[src/cpect_pkg.sv]
// Purpose: Shared constants and types for the coprocessor-0 exception and tag block
// Assumes: 32-bit datapath, coprocessor register numbers on a 5-bit select
// Notes: Vector addresses and encodings are plain defaults, easy to retarget

package cpect_pkg;

    // ************************************************************
    // Coprocessor register numbers
    // ************************************************************
    localparam logic [4:0] REG_STATUS = 5'h0C;
    localparam logic [4:0] REG_CAUSE = 5'h0D;
    localparam logic [4:0] REG_EPC = 5'h0E;
    localparam logic [4:0] REG_CONFIG = 5'h10;
    localparam logic [4:0] REG_TAG = 5'h1C;
    localparam logic [4:0] REG_ERR_EPC = 5'h1E;

    // ************************************************************
    // Status register fields
    // ************************************************************
    localparam int ST_IE = 0;
    localparam int ST_EXL = 1;
    localparam int ST_ERL = 2;
    localparam int ST_UM = 4;
    localparam int ST_IM_LSB = 8;
    localparam int ST_PE = 20;
    localparam int ST_CU_LSB = 28;
    localparam logic [31:0] STATUS_RESET = 32'h0000_0004;
    localparam logic [31:0] STATUS_WR_MASK = 32'hF010_FF17;

    // ************************************************************
    // Cause register fields
    // ************************************************************
    localparam int CA_CODE_LSB = 2;
    localparam int CA_IP_LSB = 8;
    localparam int CA_BD = 31;
    localparam logic [31:0] CAUSE_RESET = 32'h0000_0000;
    localparam logic [31:0] CAUSE_SW_MASK = 32'h0000_0300;

    // ************************************************************
    // Configuration register
    // ************************************************************
    localparam logic [31:0] CONFIG_RESET = 32'h0000_0000;
    localparam logic [31:0] CONFIG_SW_MASK = 32'h0000_0007;

    // ************************************************************
    // Cache tag staging register fields
    // ************************************************************
    localparam int TG_TAG_LSB = 8;
    localparam int TG_STATE_LSB = 6;
    localparam int TG_FIFO = 5;
    localparam int TG_LOCK = 4;
    localparam int TG_RSVD_LSB = 1;
    localparam int TG_PAR = 0;
    localparam int TG_PAR_LSB = 4;
    localparam logic [31:0] TAG_RESET = 32'h0000_0000;

    // ************************************************************
    // Exception codes, vectors and sizes
    // ************************************************************
    localparam logic [4:0] EC_INT = 5'h00;
    localparam logic [4:0] EC_TLB_MOD = 5'h01;
    localparam logic [4:0] EC_TLB_MISS = 5'h02;
    localparam logic [4:0] EC_TLB_INV = 5'h03;
    localparam logic [4:0] EC_ADDR = 5'h04;
    localparam logic [4:0] EC_BUS_RD = 5'h06;
    localparam logic [4:0] EC_SYSCALL = 5'h08;
    localparam logic [4:0] EC_BREAK = 5'h09;
    localparam logic [4:0] EC_ILLEGAL = 5'h0A;
    localparam logic [4:0] EC_COP = 5'h0B;
    localparam logic [4:0] EC_OVF = 5'h0C;
    localparam logic [31:0] GEN_VEC_ADDR = 32'h0000_0180;
    localparam logic [31:0] REFILL_VEC_ADDR = 32'h0000_0000;
    localparam logic [31:0] ERROR_VEC_ADDR = 32'h0000_0100;
    localparam logic [31:0] PC_STEP = 32'h0000_0004;
    localparam int NUM_IRQ = 8;
    localparam int NUM_SW_IRQ = 2;
    localparam int NUM_COP = 4;

    // Primary cache line states as held in the staging register
    typedef enum logic [1:0] {
        LS_INVALID = 2'h0,
        LS_SHARED = 2'h1,
        LS_CLEAN_EXCL = 2'h2,
        LS_DIRTY_EXCL = 2'h3
    } cpect_line_state_t;

endpackage

[src/cpect_link_if.sv]
// Purpose: Carrier between the top and its tag and exception submodules
// Assumes: All members sampled on clk_sys
// Notes: Top drives requests, submodules answer

`timescale 1ns/1ps

interface cpect_link_if;
    // Tag staging side
    logic mv_wr;
    logic [31:0] mv_data;
    logic ld_tag;
    logic [31:0] ld_data;
    logic st_tag;
    logic [31:0] tag_q;
    logic st_valid;
    logic [31:0] st_data;
    // Exception side
    logic ex_valid;
    logic illegal, cop_instr, overflow, misalign, useg_viol;
    logic tlb_inv, tlb_mod, tlb_miss, bus_rd, syscall, brk;
    logic [1:0] cop_num;
    logic [cpect_pkg::NUM_IRQ-1:0] ip;
    logic [cpect_pkg::NUM_IRQ-1:0] im;
    logic [cpect_pkg::NUM_COP-1:0] cu;
    logic ie, exl, erl, um;
    logic take, refill;
    logic [4:0] code;

    modport tag_side (
        input mv_wr, mv_data, ld_tag, ld_data, st_tag,
        output tag_q, st_valid, st_data
    );
    modport exc_side (
        input ex_valid, illegal, cop_instr, overflow, misalign, useg_viol,
        input tlb_inv, tlb_mod, tlb_miss, bus_rd, syscall, brk, cop_num,
        input ip, im, cu, ie, exl, erl, um,
        output take, refill, code
    );
    modport core (
        output mv_wr, mv_data, ld_tag, ld_data, st_tag,
        input tag_q, st_valid, st_data,
        output ex_valid, illegal, cop_instr, overflow, misalign, useg_viol,
        output tlb_inv, tlb_mod, tlb_miss, bus_rd, syscall, brk, cop_num,
        output ip, im, cu, ie, exl, erl, um,
        input take, refill, code
    );
endinterface

[src/cpect_top.sv]
// Purpose: Coprocessor-0 exception entry, return and cache tag staging
// Assumes: Core presents one committing instruction per cycle with its events
// Notes: Register reads answer one cycle after the select is presented

`timescale 1ns/1ps

// Contract
// [RULE_01] 32-bit readable, writable tag staging register with tag and parity.
// [RULE_02] Staging register loads from cache maintenance op and coprocessor move.
// [RULE_03] Indexed tag store ignores held parity and generates its own.
// [RULE_04] Tag field holds address bits 31:9 data, 31:11 instruction cache.
// [RULE_05] Line state: 0 invalid, 1 shared, 2 clean excl, 3 dirty excl.
// [RULE_06] Tag parity is even parity over the tag. Code covers bits 31:4, so the state, refill-order and lock bits are included.
// [RULE_07] Lock bit and refill-order bit kept in staging register.
// [RULE_08] Software writes zero into the reserved field.
// [RULE_09] All exceptions but the refill miss go to one general handler. Code sends error-class requests to the error vector.
// [RULE_10] Entry saves only resume address in return or error return PC.
// [RULE_11] Delay-slot fault saves branch address and sets delay-slot flag.
// [RULE_12] New return restores status and jumps; old one restores status only.
// [RULE_13] No hardware priority between interrupts; mask bits select them.
// [RULE_14] Only interrupts can be disabled; other exceptions always taken.
// [RULE_15] Program errors: illegal, disabled coprocessor, overflow, misalign, user segment.
// [RULE_16] Translation faults: invalid, write-protected store, missing entry.
// [RULE_17] Write-cycle bus error raises no exception.
// [RULE_18] Cache parity error sets status flag, raises no exception.
// [RULE_19] Configuration loaded from boot mode stream, mostly read-only.
// [RULE_20] Exception entry sets exception level, masking further interrupts.
module cpect_top (
    input wire logic clk_sys, // System clock, 10 MHz
    input wire logic reset_n, // Async reset, active low
    input wire logic cop_wr_en, // Move-in write strobe
    input wire logic [4:0] cop_wr_sel, // Move-in register number
    input wire logic [31:0] cop_wr_data, // Move-in data
    input wire logic [4:0] cop_rd_sel, // Move-out register number
    input wire logic cache_load_tag, // Index load tag into staging
    input wire logic [31:0] cache_tag_rdata, // Tag read from the cache
    input wire logic cache_store_tag, // Index store tag request
    input wire logic ex_valid, // Instruction at commit
    input wire logic [31:0] ex_pc, // Its address
    input wire logic ex_in_slot, // It sits in a branch delay slot
    input wire logic ev_illegal, // Illegal instruction
    input wire logic ev_cop, // Coprocessor instruction
    input wire logic [1:0] ev_cop_num, // Coprocessor it targets
    input wire logic ev_overflow, // Integer overflow
    input wire logic ev_misalign, // Misaligned address
    input wire logic acc_valid, // Memory access present
    input wire logic acc_outside_useg, // Access beyond user segment
    input wire logic ev_tlb_invalid, // Invalid translation used
    input wire logic ev_tlb_modified, // Store to protected page
    input wire logic ev_tlb_miss, // No matching translation
    input wire logic bus_err_rd, // Bus error on a read
    input wire logic bus_err_wr, // Bus error on a write
    input wire logic ev_syscall, // System call
    input wire logic ev_break, // Breakpoint
    input wire logic [5:0] irq_lines, // Hardware interrupt levels
    input wire logic err_req, // Error-class exception request
    input wire logic cache_parity_err, // Cache parity error seen
    input wire logic eret_op, // Return with jump
    input wire logic rfe_op, // Status restore only
    input wire logic boot_mode_valid, // Boot mode bit strobe
    input wire logic boot_mode_bit, // Boot mode serial bit
    output logic [31:0] cop_rd_data, // Registered read data
    output logic redirect_valid, // Fetch redirect pulse
    output logic [31:0] redirect_pc, // Redirect target
    output logic [4:0] exc_code, // Code of last general or refill exception; error entry leaves it unchanged
    output logic tag_store_valid, // Tag write pulse to cache
    output logic [31:0] tag_store_data // Tag with generated parity
);
    typedef struct packed {
        logic [31:0] status;
        logic [31:0] cause;
        logic [31:0] exception_return_pc;
        logic [31:0] err_epc;
        logic [31:0] config_r;
        logic [31:0] rd_data;
        logic redir_v;
        logic [31:0] redir_pc;
    } cpect_top_state_t;

    cpect_top_state_t st_reg;
    cpect_top_state_t st_next;
    cpect_link_if lnk ();
    logic [31:0] resume_pc;
    logic [31:0] wr_merge;

    // ************************************************************
    // Submodules
    // ************************************************************
    cpect_tag_stage u_tag (
        .clk_sys(clk_sys),
        .reset_n(reset_n),
        .lnk(lnk.tag_side)
    );

    cpect_exc_arb u_arb (
        .lnk(lnk.exc_side)
    );

    // [RULE_02] move and cache op requests
    assign lnk.mv_wr = cop_wr_en & (cop_wr_sel == cpect_pkg::REG_TAG);
    assign lnk.mv_data = cop_wr_data;
    assign lnk.ld_tag = cache_load_tag;
    assign lnk.ld_data = cache_tag_rdata;
    assign lnk.st_tag = cache_store_tag;

    // Event fan-in; write bus errors are never routed
    // [RULE_17] write bus error ignored
    assign lnk.ex_valid = ex_valid & ~err_req;
    assign lnk.illegal = ev_illegal;
    assign lnk.cop_instr = ev_cop;
    assign lnk.cop_num = ev_cop_num;
    assign lnk.overflow = ev_overflow;
    assign lnk.misalign = ev_misalign;
    // [RULE_15] user segment violation
    assign lnk.useg_viol = acc_valid & acc_outside_useg & st_reg.status[cpect_pkg::ST_UM];
    assign lnk.tlb_inv = ev_tlb_invalid;
    assign lnk.tlb_mod = ev_tlb_modified;
    assign lnk.tlb_miss = ev_tlb_miss;
    assign lnk.bus_rd = bus_err_rd;
    assign lnk.syscall = ev_syscall;
    assign lnk.brk = ev_break;
    assign lnk.ip = st_reg.cause[cpect_pkg::CA_IP_LSB +: cpect_pkg::NUM_IRQ];
    assign lnk.im = st_reg.status[cpect_pkg::ST_IM_LSB +: cpect_pkg::NUM_IRQ];
    assign lnk.cu = st_reg.status[cpect_pkg::ST_CU_LSB +: cpect_pkg::NUM_COP];
    assign lnk.ie = st_reg.status[cpect_pkg::ST_IE];
    assign lnk.exl = st_reg.status[cpect_pkg::ST_EXL];
    assign lnk.erl = st_reg.status[cpect_pkg::ST_ERL];
    assign lnk.um = st_reg.status[cpect_pkg::ST_UM];

    // ************************************************************
    // Helper terms
    // ************************************************************
    // [RULE_11] slot fault resumes at branch
    assign resume_pc = ex_in_slot ? (ex_pc - cpect_pkg::PC_STEP) : ex_pc;

    // Masked write data for status, used by the status write only
    assign wr_merge = (st_reg.status & ~cpect_pkg::STATUS_WR_MASK) |
                      (cop_wr_data & cpect_pkg::STATUS_WR_MASK);

    // ************************************************************
    // Next state
    // ************************************************************
    always_comb begin
        st_next = st_reg;
        st_next.redir_v = 1'b0;

        // Software writes first; hardware events below override them
        if (cop_wr_en) begin
            case (cop_wr_sel)
                cpect_pkg::REG_STATUS: st_next.status = wr_merge;
                cpect_pkg::REG_CAUSE: begin
                    st_next.cause = (st_reg.cause & ~cpect_pkg::CAUSE_SW_MASK) |
                                    (cop_wr_data & cpect_pkg::CAUSE_SW_MASK);
                end
                cpect_pkg::REG_EPC: st_next.exception_return_pc = cop_wr_data;
                cpect_pkg::REG_ERR_EPC: st_next.err_epc = cop_wr_data;
                // [RULE_19] config mostly read-only
                cpect_pkg::REG_CONFIG: begin
                    st_next.config_r = (st_reg.config_r & ~cpect_pkg::CONFIG_SW_MASK) |
                                       (cop_wr_data & cpect_pkg::CONFIG_SW_MASK);
                end
                default: ;
            endcase
        end

        // [RULE_19] boot mode stream shift-in
        if (boot_mode_valid) begin
            st_next.config_r = {st_reg.config_r[30:0], boot_mode_bit};
        end

        // Hardware interrupt levels track the lines every cycle
        st_next.cause[cpect_pkg::CA_IP_LSB + cpect_pkg::NUM_SW_IRQ +: 6] = irq_lines;

        // [RULE_12] return paths
        if (eret_op | rfe_op) begin
            if (st_reg.status[cpect_pkg::ST_ERL]) begin
                st_next.status[cpect_pkg::ST_ERL] = 1'b0;
                st_next.redir_pc = st_reg.err_epc;
            end else begin
                st_next.status[cpect_pkg::ST_EXL] = 1'b0;
                st_next.redir_pc = st_reg.exception_return_pc;
            end
            st_next.redir_v = eret_op;
        end

        // [RULE_10] error entry saves error return PC
        if (err_req & ex_valid) begin
            st_next.err_epc = resume_pc;
            st_next.status[cpect_pkg::ST_ERL] = 1'b1;
            st_next.redir_v = 1'b1;
            st_next.redir_pc = cpect_pkg::ERROR_VEC_ADDR;
        end else if (lnk.take) begin
            // [RULE_10] only return PC saved
            if (!st_reg.status[cpect_pkg::ST_EXL]) begin
                st_next.exception_return_pc = resume_pc;
                // [RULE_11] delay-slot flag set
                st_next.cause[cpect_pkg::CA_BD] = ex_in_slot;
            end
            st_next.cause[cpect_pkg::CA_CODE_LSB +: 5] = lnk.code;
            // [RULE_20] entry raises exception level
            st_next.status[cpect_pkg::ST_EXL] = 1'b1;
            st_next.redir_v = 1'b1;
            // [RULE_09] single general handler
            st_next.redir_pc = lnk.refill ? cpect_pkg::REFILL_VEC_ADDR
                                          : cpect_pkg::GEN_VEC_ADDR;
        end

        // [RULE_18] parity flag only, set wins
        if (cache_parity_err) begin
            st_next.status[cpect_pkg::ST_PE] = 1'b1;
        end

        // Registered read port; staging register shows the live copy
        case (cop_rd_sel)
            cpect_pkg::REG_STATUS: st_next.rd_data = st_reg.status;
            cpect_pkg::REG_CAUSE: st_next.rd_data = st_reg.cause;
            cpect_pkg::REG_EPC: st_next.rd_data = st_reg.exception_return_pc;
            cpect_pkg::REG_ERR_EPC: st_next.rd_data = st_reg.err_epc;
            cpect_pkg::REG_CONFIG: st_next.rd_data = st_reg.config_r;
            // [RULE_01] staging register readable
            cpect_pkg::REG_TAG: st_next.rd_data = lnk.tag_q;
            default: st_next.rd_data = 32'h0000_0000;
        endcase
    end

    // ************************************************************
    // State register
    // ************************************************************
    always_ff @(posedge clk_sys or negedge reset_n) begin
        if (!reset_n) begin
            st_reg <= '{status: cpect_pkg::STATUS_RESET, cause: cpect_pkg::CAUSE_RESET,
                        exception_return_pc: 32'h0000_0000, err_epc: 32'h0000_0000,
                        config_r: cpect_pkg::CONFIG_RESET, rd_data: 32'h0000_0000,
                        redir_v: 1'b0, redir_pc: 32'h0000_0000};
        end else begin
            st_reg <= st_next;
        end
    end

    // Outputs straight from flops
    assign cop_rd_data = st_reg.rd_data;
    assign redirect_valid = st_reg.redir_v;
    assign redirect_pc = st_reg.redir_pc;
    assign exc_code = st_reg.cause[cpect_pkg::CA_CODE_LSB +: 5];
    assign tag_store_valid = lnk.st_valid;
    assign tag_store_data = lnk.st_data;

endmodule // cpect_top

[src/cpect_tag_stage.sv]
// Purpose: Cache tag staging register with parity generation on tag store
// Assumes: Cache load has priority over a coprocessor move in the same cycle
// Notes: Store data is registered, one cycle after the request

`timescale 1ns/1ps

module cpect_tag_stage (
    input wire logic clk_sys, // System clock
    input wire logic reset_n, // Async reset, active low
    cpect_link_if.tag_side lnk // Tag requests and answers
);
    typedef struct packed {
        logic [31:0] tag;
        logic st_valid;
        logic [31:0] st_data;
    } cpect_tag_state_t;

    cpect_tag_state_t st_reg;
    cpect_tag_state_t st_next;
    logic gen_par;

    // ************************************************************
    // Next state
    // ************************************************************
    // [RULE_06] even tag parity
    assign gen_par = ^st_reg.tag[31:cpect_pkg::TG_PAR_LSB];

    // Loads, moves and tag store staging
    always_comb begin
        st_next = st_reg;
        st_next.st_valid = 1'b0;
        // [RULE_03] stored parity regenerated
        if (lnk.st_tag) begin
            st_next.st_valid = 1'b1;
            st_next.st_data = {st_reg.tag[31:cpect_pkg::TG_PAR + 1], gen_par};
        end
        // [RULE_04] [RULE_05] [RULE_07] fields kept whole
        // [RULE_02] cache op or move loads
        if (lnk.ld_tag) begin
            st_next.tag = lnk.ld_data;
        end else if (lnk.mv_wr) begin
            st_next.tag = lnk.mv_data;
        end
    end

    // State register
    always_ff @(posedge clk_sys or negedge reset_n) begin
        if (!reset_n) begin
            st_reg <= '{tag: cpect_pkg::TAG_RESET, st_valid: 1'b0,
                        st_data: cpect_pkg::TAG_RESET};
        end else begin
            st_reg <= st_next;
        end
    end

    assign lnk.tag_q = st_reg.tag;
    assign lnk.st_valid = st_reg.st_valid;
    assign lnk.st_data = st_reg.st_data;
endmodule // cpect_tag_stage

[src/cpect_exc_arb.sv]
// Purpose: Combinational exception classifier for the committing instruction
// Assumes: Event inputs qualify the instruction flagged by ex_valid
// Notes: Fixed order only among synchronous events; interrupts carry no order

`timescale 1ns/1ps

module cpect_exc_arb (
    cpect_link_if.exc_side lnk // Events in, decision out
);
    logic [cpect_pkg::NUM_IRQ-1:0] irq_hit;
    logic int_ok;
    logic cop_fault;

    // ************************************************************
    // Interrupt masking
    // ************************************************************
    // [RULE_13] per-line mask, no priority
    genvar gi;
    generate
        for (gi = 0; gi < cpect_pkg::NUM_IRQ; gi = gi + 1) begin : g_irq
            assign irq_hit[gi] = lnk.ip[gi] & lnk.im[gi];
        end
    endgenerate

    // [RULE_14] only interrupts maskable
    assign int_ok = (|irq_hit) & lnk.ie & ~lnk.exl & ~lnk.erl;

    // [RULE_15] coprocessor disabled check
    assign cop_fault = lnk.cop_instr & ~(lnk.cu[lnk.cop_num] |
                                         ((lnk.cop_num == 2'h0) & ~lnk.um));

    // Pick one cause; synchronous faults come before interrupts
    always_comb begin
        lnk.take = 1'b0;
        lnk.refill = 1'b0;
        lnk.code = cpect_pkg::EC_INT;
        if (lnk.ex_valid) begin
            lnk.take = 1'b1;
            // [RULE_15] program error causes
            if (lnk.illegal) begin
                lnk.code = cpect_pkg::EC_ILLEGAL;
            end else if (cop_fault) begin
                lnk.code = cpect_pkg::EC_COP;
            end else if (lnk.misalign | lnk.useg_viol) begin
                lnk.code = cpect_pkg::EC_ADDR;
            // [RULE_16] translation faults
            end else if (lnk.tlb_miss) begin
                lnk.code = cpect_pkg::EC_TLB_MISS;
                lnk.refill = ~lnk.exl;
            end else if (lnk.tlb_inv) begin
                lnk.code = cpect_pkg::EC_TLB_INV;
            end else if (lnk.tlb_mod) begin
                lnk.code = cpect_pkg::EC_TLB_MOD;
            end else if (lnk.bus_rd) begin
                lnk.code = cpect_pkg::EC_BUS_RD;
            end else if (lnk.overflow) begin
                lnk.code = cpect_pkg::EC_OVF;
            end else if (lnk.syscall) begin
                lnk.code = cpect_pkg::EC_SYSCALL;
            end else if (lnk.brk) begin
                lnk.code = cpect_pkg::EC_BREAK;
            end else if (int_ok) begin
                lnk.code = cpect_pkg::EC_INT;
            end else begin
                lnk.take = 1'b0;
            end
        end
    end
endmodule // cpect_exc_arb

[config.mk]
export PLATFORM = sky130hd
export DESIGN_NAME = cpect_top
export DESIGN_NICKNAME = d
export VERILOG_FILES = /design/src/cpect_pkg.sv /design/src/cpect_link_if.sv /design/src/cpect_top.sv /design/src/cpect_tag_stage.sv /design/src/cpect_exc_arb.sv
export SDC_FILE = /design/constraint.sdc
export NUM_CORES = 1
export LEC_CHECK = 0
export ABC_AREA = 1
export BUFFER_PORTS_ARGS = -buffer_cell sky130_fd_sc_hd__buf_2
export CAP_MARGIN = 20
export CORE_ASPECT_RATIO = 1.2
export CORE_MARGIN = 2
export CORE_UTILIZATION = 52
export CTS_CLUSTER_DIAMETER = 100
export DETAILED_ROUTE_END_ITERATION = 8
export PLACE_DENSITY = 0.79
export SETUP_SLACK_MARGIN = 0.4
export SYNTH_ARGS = -nofsm -noshare
export SYNTH_HDL_FRONTEND = slang
export SYNTH_HIERARCHICAL = 1
export SYNTH_SLANG_ARGS = --single-unit
export TNS_END_PERCENT = 20
[constraint.sdc]
create_clock -name clk_sys -period 2.15 [get_ports clk_sys]
set_clock_uncertainty 0.2 [all_clocks]
set_input_delay 0.3225 -clock clk_sys [delete_from_list [all_inputs] [get_ports clk_sys]]
set_output_delay 0.3225 -clock clk_sys [all_outputs]
set_load 0.005 [all_outputs]
==> summary.md <==
| Metric | Value |
|---|---|
| Starting density of the core | `a little over half` |
| Flop pwr share | `between 40% and 50%` |
| Worst IR Drop VDD | `0.497 mV` |
| Io pins | `approximately 240` |
| Placed wire-length estimate | `about 34 mm` |
| Synthesis warning total | `6` |
| Worst setup EP type | `register` |
| DR vias/cell | `5.70` |
| Htree depth | `1` |
| Clk_lat worst skew | `approximately 540 ps` |
| CP max-delay cell | `dfrtp_1` |
| Slew at the pin closest to its max-slew limit | `roughly 630 ps` |
| Clk slew on worst S/H paths | `70 ps` |
| Buffers on Ports | `between 200 and 250` |
| Ys flop type | `dfrtp_1` |
| Synth cell types | `48` |
| Top cell type's share of synthesized area | `between 40% and 50%` |
| Post-placement setup slack | `-136 ps` |
| CTS tree | `built` |
| Grt total ovfl | `0` |
| RSZ-0062 raised after global routing | `true` |
| NumNets Final | `between 2k and 2.5k` |
| Highest Clock Rate | `around 0.44 GHz` |
| Cell area after layout | `between 0.015 and 0.02 mm²` |
| Yosys reg bits | `approximately 260` |
| Slew Limit Fails | `0` |
| Sequential share of the synthesized area | `roughly 45%` |
| Final Hold Fails | `0` |
| Vias | `between 10k and 15k` |
| Fillers | `2,160` |
| Synth-to-layout area growth | `27.4%` |
| Slew margin rel. | `slightly below 60%` |
| Data required, critical path | `between 2000 and 2500 ps` |
| Cell chain of the critical path | `inv_2 > nor2_1 > inv_1 > nand2_2 > nor2_4 > nand2_2 > nor2_2 > nand3_2 > nand2_2 > inv_2 > nor2_4 > inv_2 > or2_4 > buf_8 > o22ai_1` |
| Root Buffer | `clkbuf_16` |
| Tcrit/Tclk final | `105%` |
| Cell-internal power | `between 9 and 10 mW` |
| CP startpoint kind | `register` |
| Seq. cell area | `approximately 0.0064 mm²` |
| Final WL | `between 40 and 50 mm` |
| Gp weighted congestion | `0.969` |
| Syn Inst Count | `1,854` |
| Die W | `approximately 150 µm` |
| Layout cells sized above 1 | `23.7%` |
| Initial antenna violation count | `5` |
| Crit-path max cell delay | `400 ps` |
| Drt drc | `0` |
| Die H | `~180 µm` |
| Violated checks | `negative setup slack` |
| Num Clock Sinks | `between 200 and 300` |
| Syn Nets | `roughly 2k` |
| Post-Route Utilization | `between 60% and 70%` |
| Outcome | `complete, but fails checks` |
| Overall Global Routing Usage | `about a third` |
| Post-route ant nets | `0` |
| Most instantiated library cell after synthesis | `nand2_1` |
| Top cells by area, synth | `dfrtp_1 (45%), nand2_1 (15%), o21ai_0 (5.9%)` |
| Power, Total | `approximately 14 mW` |
| Sw frac | `31.3%` |
| Placed inst area | `0.0155 mm²` |
| Worst Reg-to-Reg Cells | `15` |
| Max FFs per register | `just under 100` |
| WL/cell | `19.5 µm` |
| CTS Buffer Depth | `3` |
| Pre-Repair DR Iteration Count | `6` |
| Clock power frac | `between 30 and 40%` |
| Largest area contributor in the netlist | `dfrtp_1` |
| Fin Hold WS | `27.2 ps` |
| Asr flop ratio synth | `between 90% and 100%` |
| Hold depth | `4` |
| Syn_area_per_cell | `approximately 7.6 µm²` |
| CTS Buf Count | `26` |
| Max_cap viols | `0` |
| Multi-input gate area | `0.00618 mm²` |
| Global-route wire length before repair | `around 75 mm` |
| Hold Crit Class | `in -> reg` |
| Die ar. | `~0.029 mm²` |
| Setup WS post-layout | `-105 ps` |
| Post-synth EDFFs | `0` |
| Critical path peak fanout | `10` |
| Comb pwr share | `a little under a quarter` |
| Synth cell count leaders | `nand2_1 (552), dfrtp_1 (256), inv_1 (217)` |
| CP Class | `reg -> reg` |
| Setup violators final | `39` |
| Leakage | `9.18 nW` |
| Num rows | `66` |
| Switch Pwr | `~4.5 mW` |
| Buf/Inv on CP | `5` |
| Drt first-iter violations | `between 1.5k and 2k` |
| Vias in the first global route | `13.9k` |
| Pin count of the biggest net entering global routing | `56` |
| Crit-path leading delay family | `simple AND/OR/NAND/NOR gates` |
| Synth Cell Area | `0.0141 mm²` |
| Period minus WS final | `around 2300 ps` |
| Stages on worst setup path | `15` |
| Core area | `approximately 0.027 mm²` |
| Worst path arrival time | `between 2000 and 3000 ps` |
| Pwr per Cell Area | `a little under 800 mW/mm²` |
[worst register-to-register path, delay by kind of cell, from the launching register on]
kind	cells	cell delay, ps
simple gates	9	960
buf+inv	5	450
flops	1	400
compound gates	1	140
[layout make-up]
| class | count | area share, % |
|---|---|---|
| Inverter | 244 | 5.17 |
| Sequential cell | 257 | 35.7 |
| Clock inverter | 14 | 1.00 |
| Timing Repair Buffer | 417 | 17.2 |
| Antenna cell | 3 | 0.0417 |
| Multi-Input combinational cell | 1201 | 34.3 |
| Clock buffer | 33 | 4.21 |
| Tap cell | 340 | 2.36 |
[per-stage QoR]
step | TNS [ps] | instances
after floorplan | 0 | 1854
after global routing | -6660 | 2507
after CTS | -537 | 2500
after detailed placement | -3220 | 2350
after global placement | -1210 | 2350
final | -2140 | 2509
[worst paths after layout]
kind | from | to | slack [ps]
max | lnk.um | redirect_pc[15] | -100
min | ex_pc[5] | st_reg[134] | 30
max reg2reg | lnk.um | redirect_pc[15] | -100
min reg2reg | u_tag/lnk.st_data[20] | u_tag/lnk.st_data[20] | 280
max in group asynchronous | reset_n | lnk.erl | 890
min in group asynchronous | reset_n | st_reg[132] | 120
[cell families (layout without fill, tap and decap cells)]
| kind of cell | Yosys count | in the layout | share of synthesized area [%] |
|---|---|---|---|
| fa+ha+maj | 1 | 1 | 0.0885 |
| simple gates | 803 | 803 | 23.5 |
| xor+xnor | 17 | 17 | 1.05 |
| mux | 9 | 9 | 0.646 |
| buf+inv | 396 | 708 | 13.1 |
| flops | 257 | 257 | 45.5 |
| other cells | 1 | 4 | 0.0265 |
| compound gates | 370 | 370 | 16.1 |
[cell usage in the layout, fill, tap and decap left out, drive strengths merged, types with 5 or more instances in the layout]
| master | n |
|---|---|
| o211ai | 42 |
| o22ai | 65 |
| a21oi | 36 |
| o32ai | 10 |
| buf | 316 |
| a31oi | 10 |
| dlygate4sd3 | 97 |
| xor2 | 12 |
| clkinv | 6 |
| inv | 244 |
| nand4 | 12 |
| o21ai | 196 |
| nand3 | 96 |
| nand2 | 565 |
| mux2i | 8 |
| xnor2 | 5 |
| nand3b | 9 |
| clkbuf | 36 |
| nor2 | 113 |
| dfrtp | 256 |
[what timing repair did]
action,4_1_cts,5_1_grt
hold endpoints to repair,332,0
gates resized for setup,49,49
pin swaps,5,10
hold buffers,98,0
setup endpoints to repair,73,82
buffers inserted,3,4
cloned,2,2
[routing by layer]
layer,GRT usage [%],routed length [µm],vias up
li1,-,-,6502
met1,44.2,19200,6723
met2,52.8,22100,879
met3,7.57,5210,197
met4,14.4,2470,6
met5,0,42,-
[power by group through the flow]
stage                     logic [mW]  registers [mW]  clock network [mW]
after floorplan                 1.87            5.97                   0
after global placement          2.70            6.11                   0
after detailed placement        2.78            6.13                   0
after CTS                       3.08            6.05                4.97
after global routing            3.61            6.15                5.17
final                           3.29            6.08                4.95
Power figures use the tool's default switching activity.
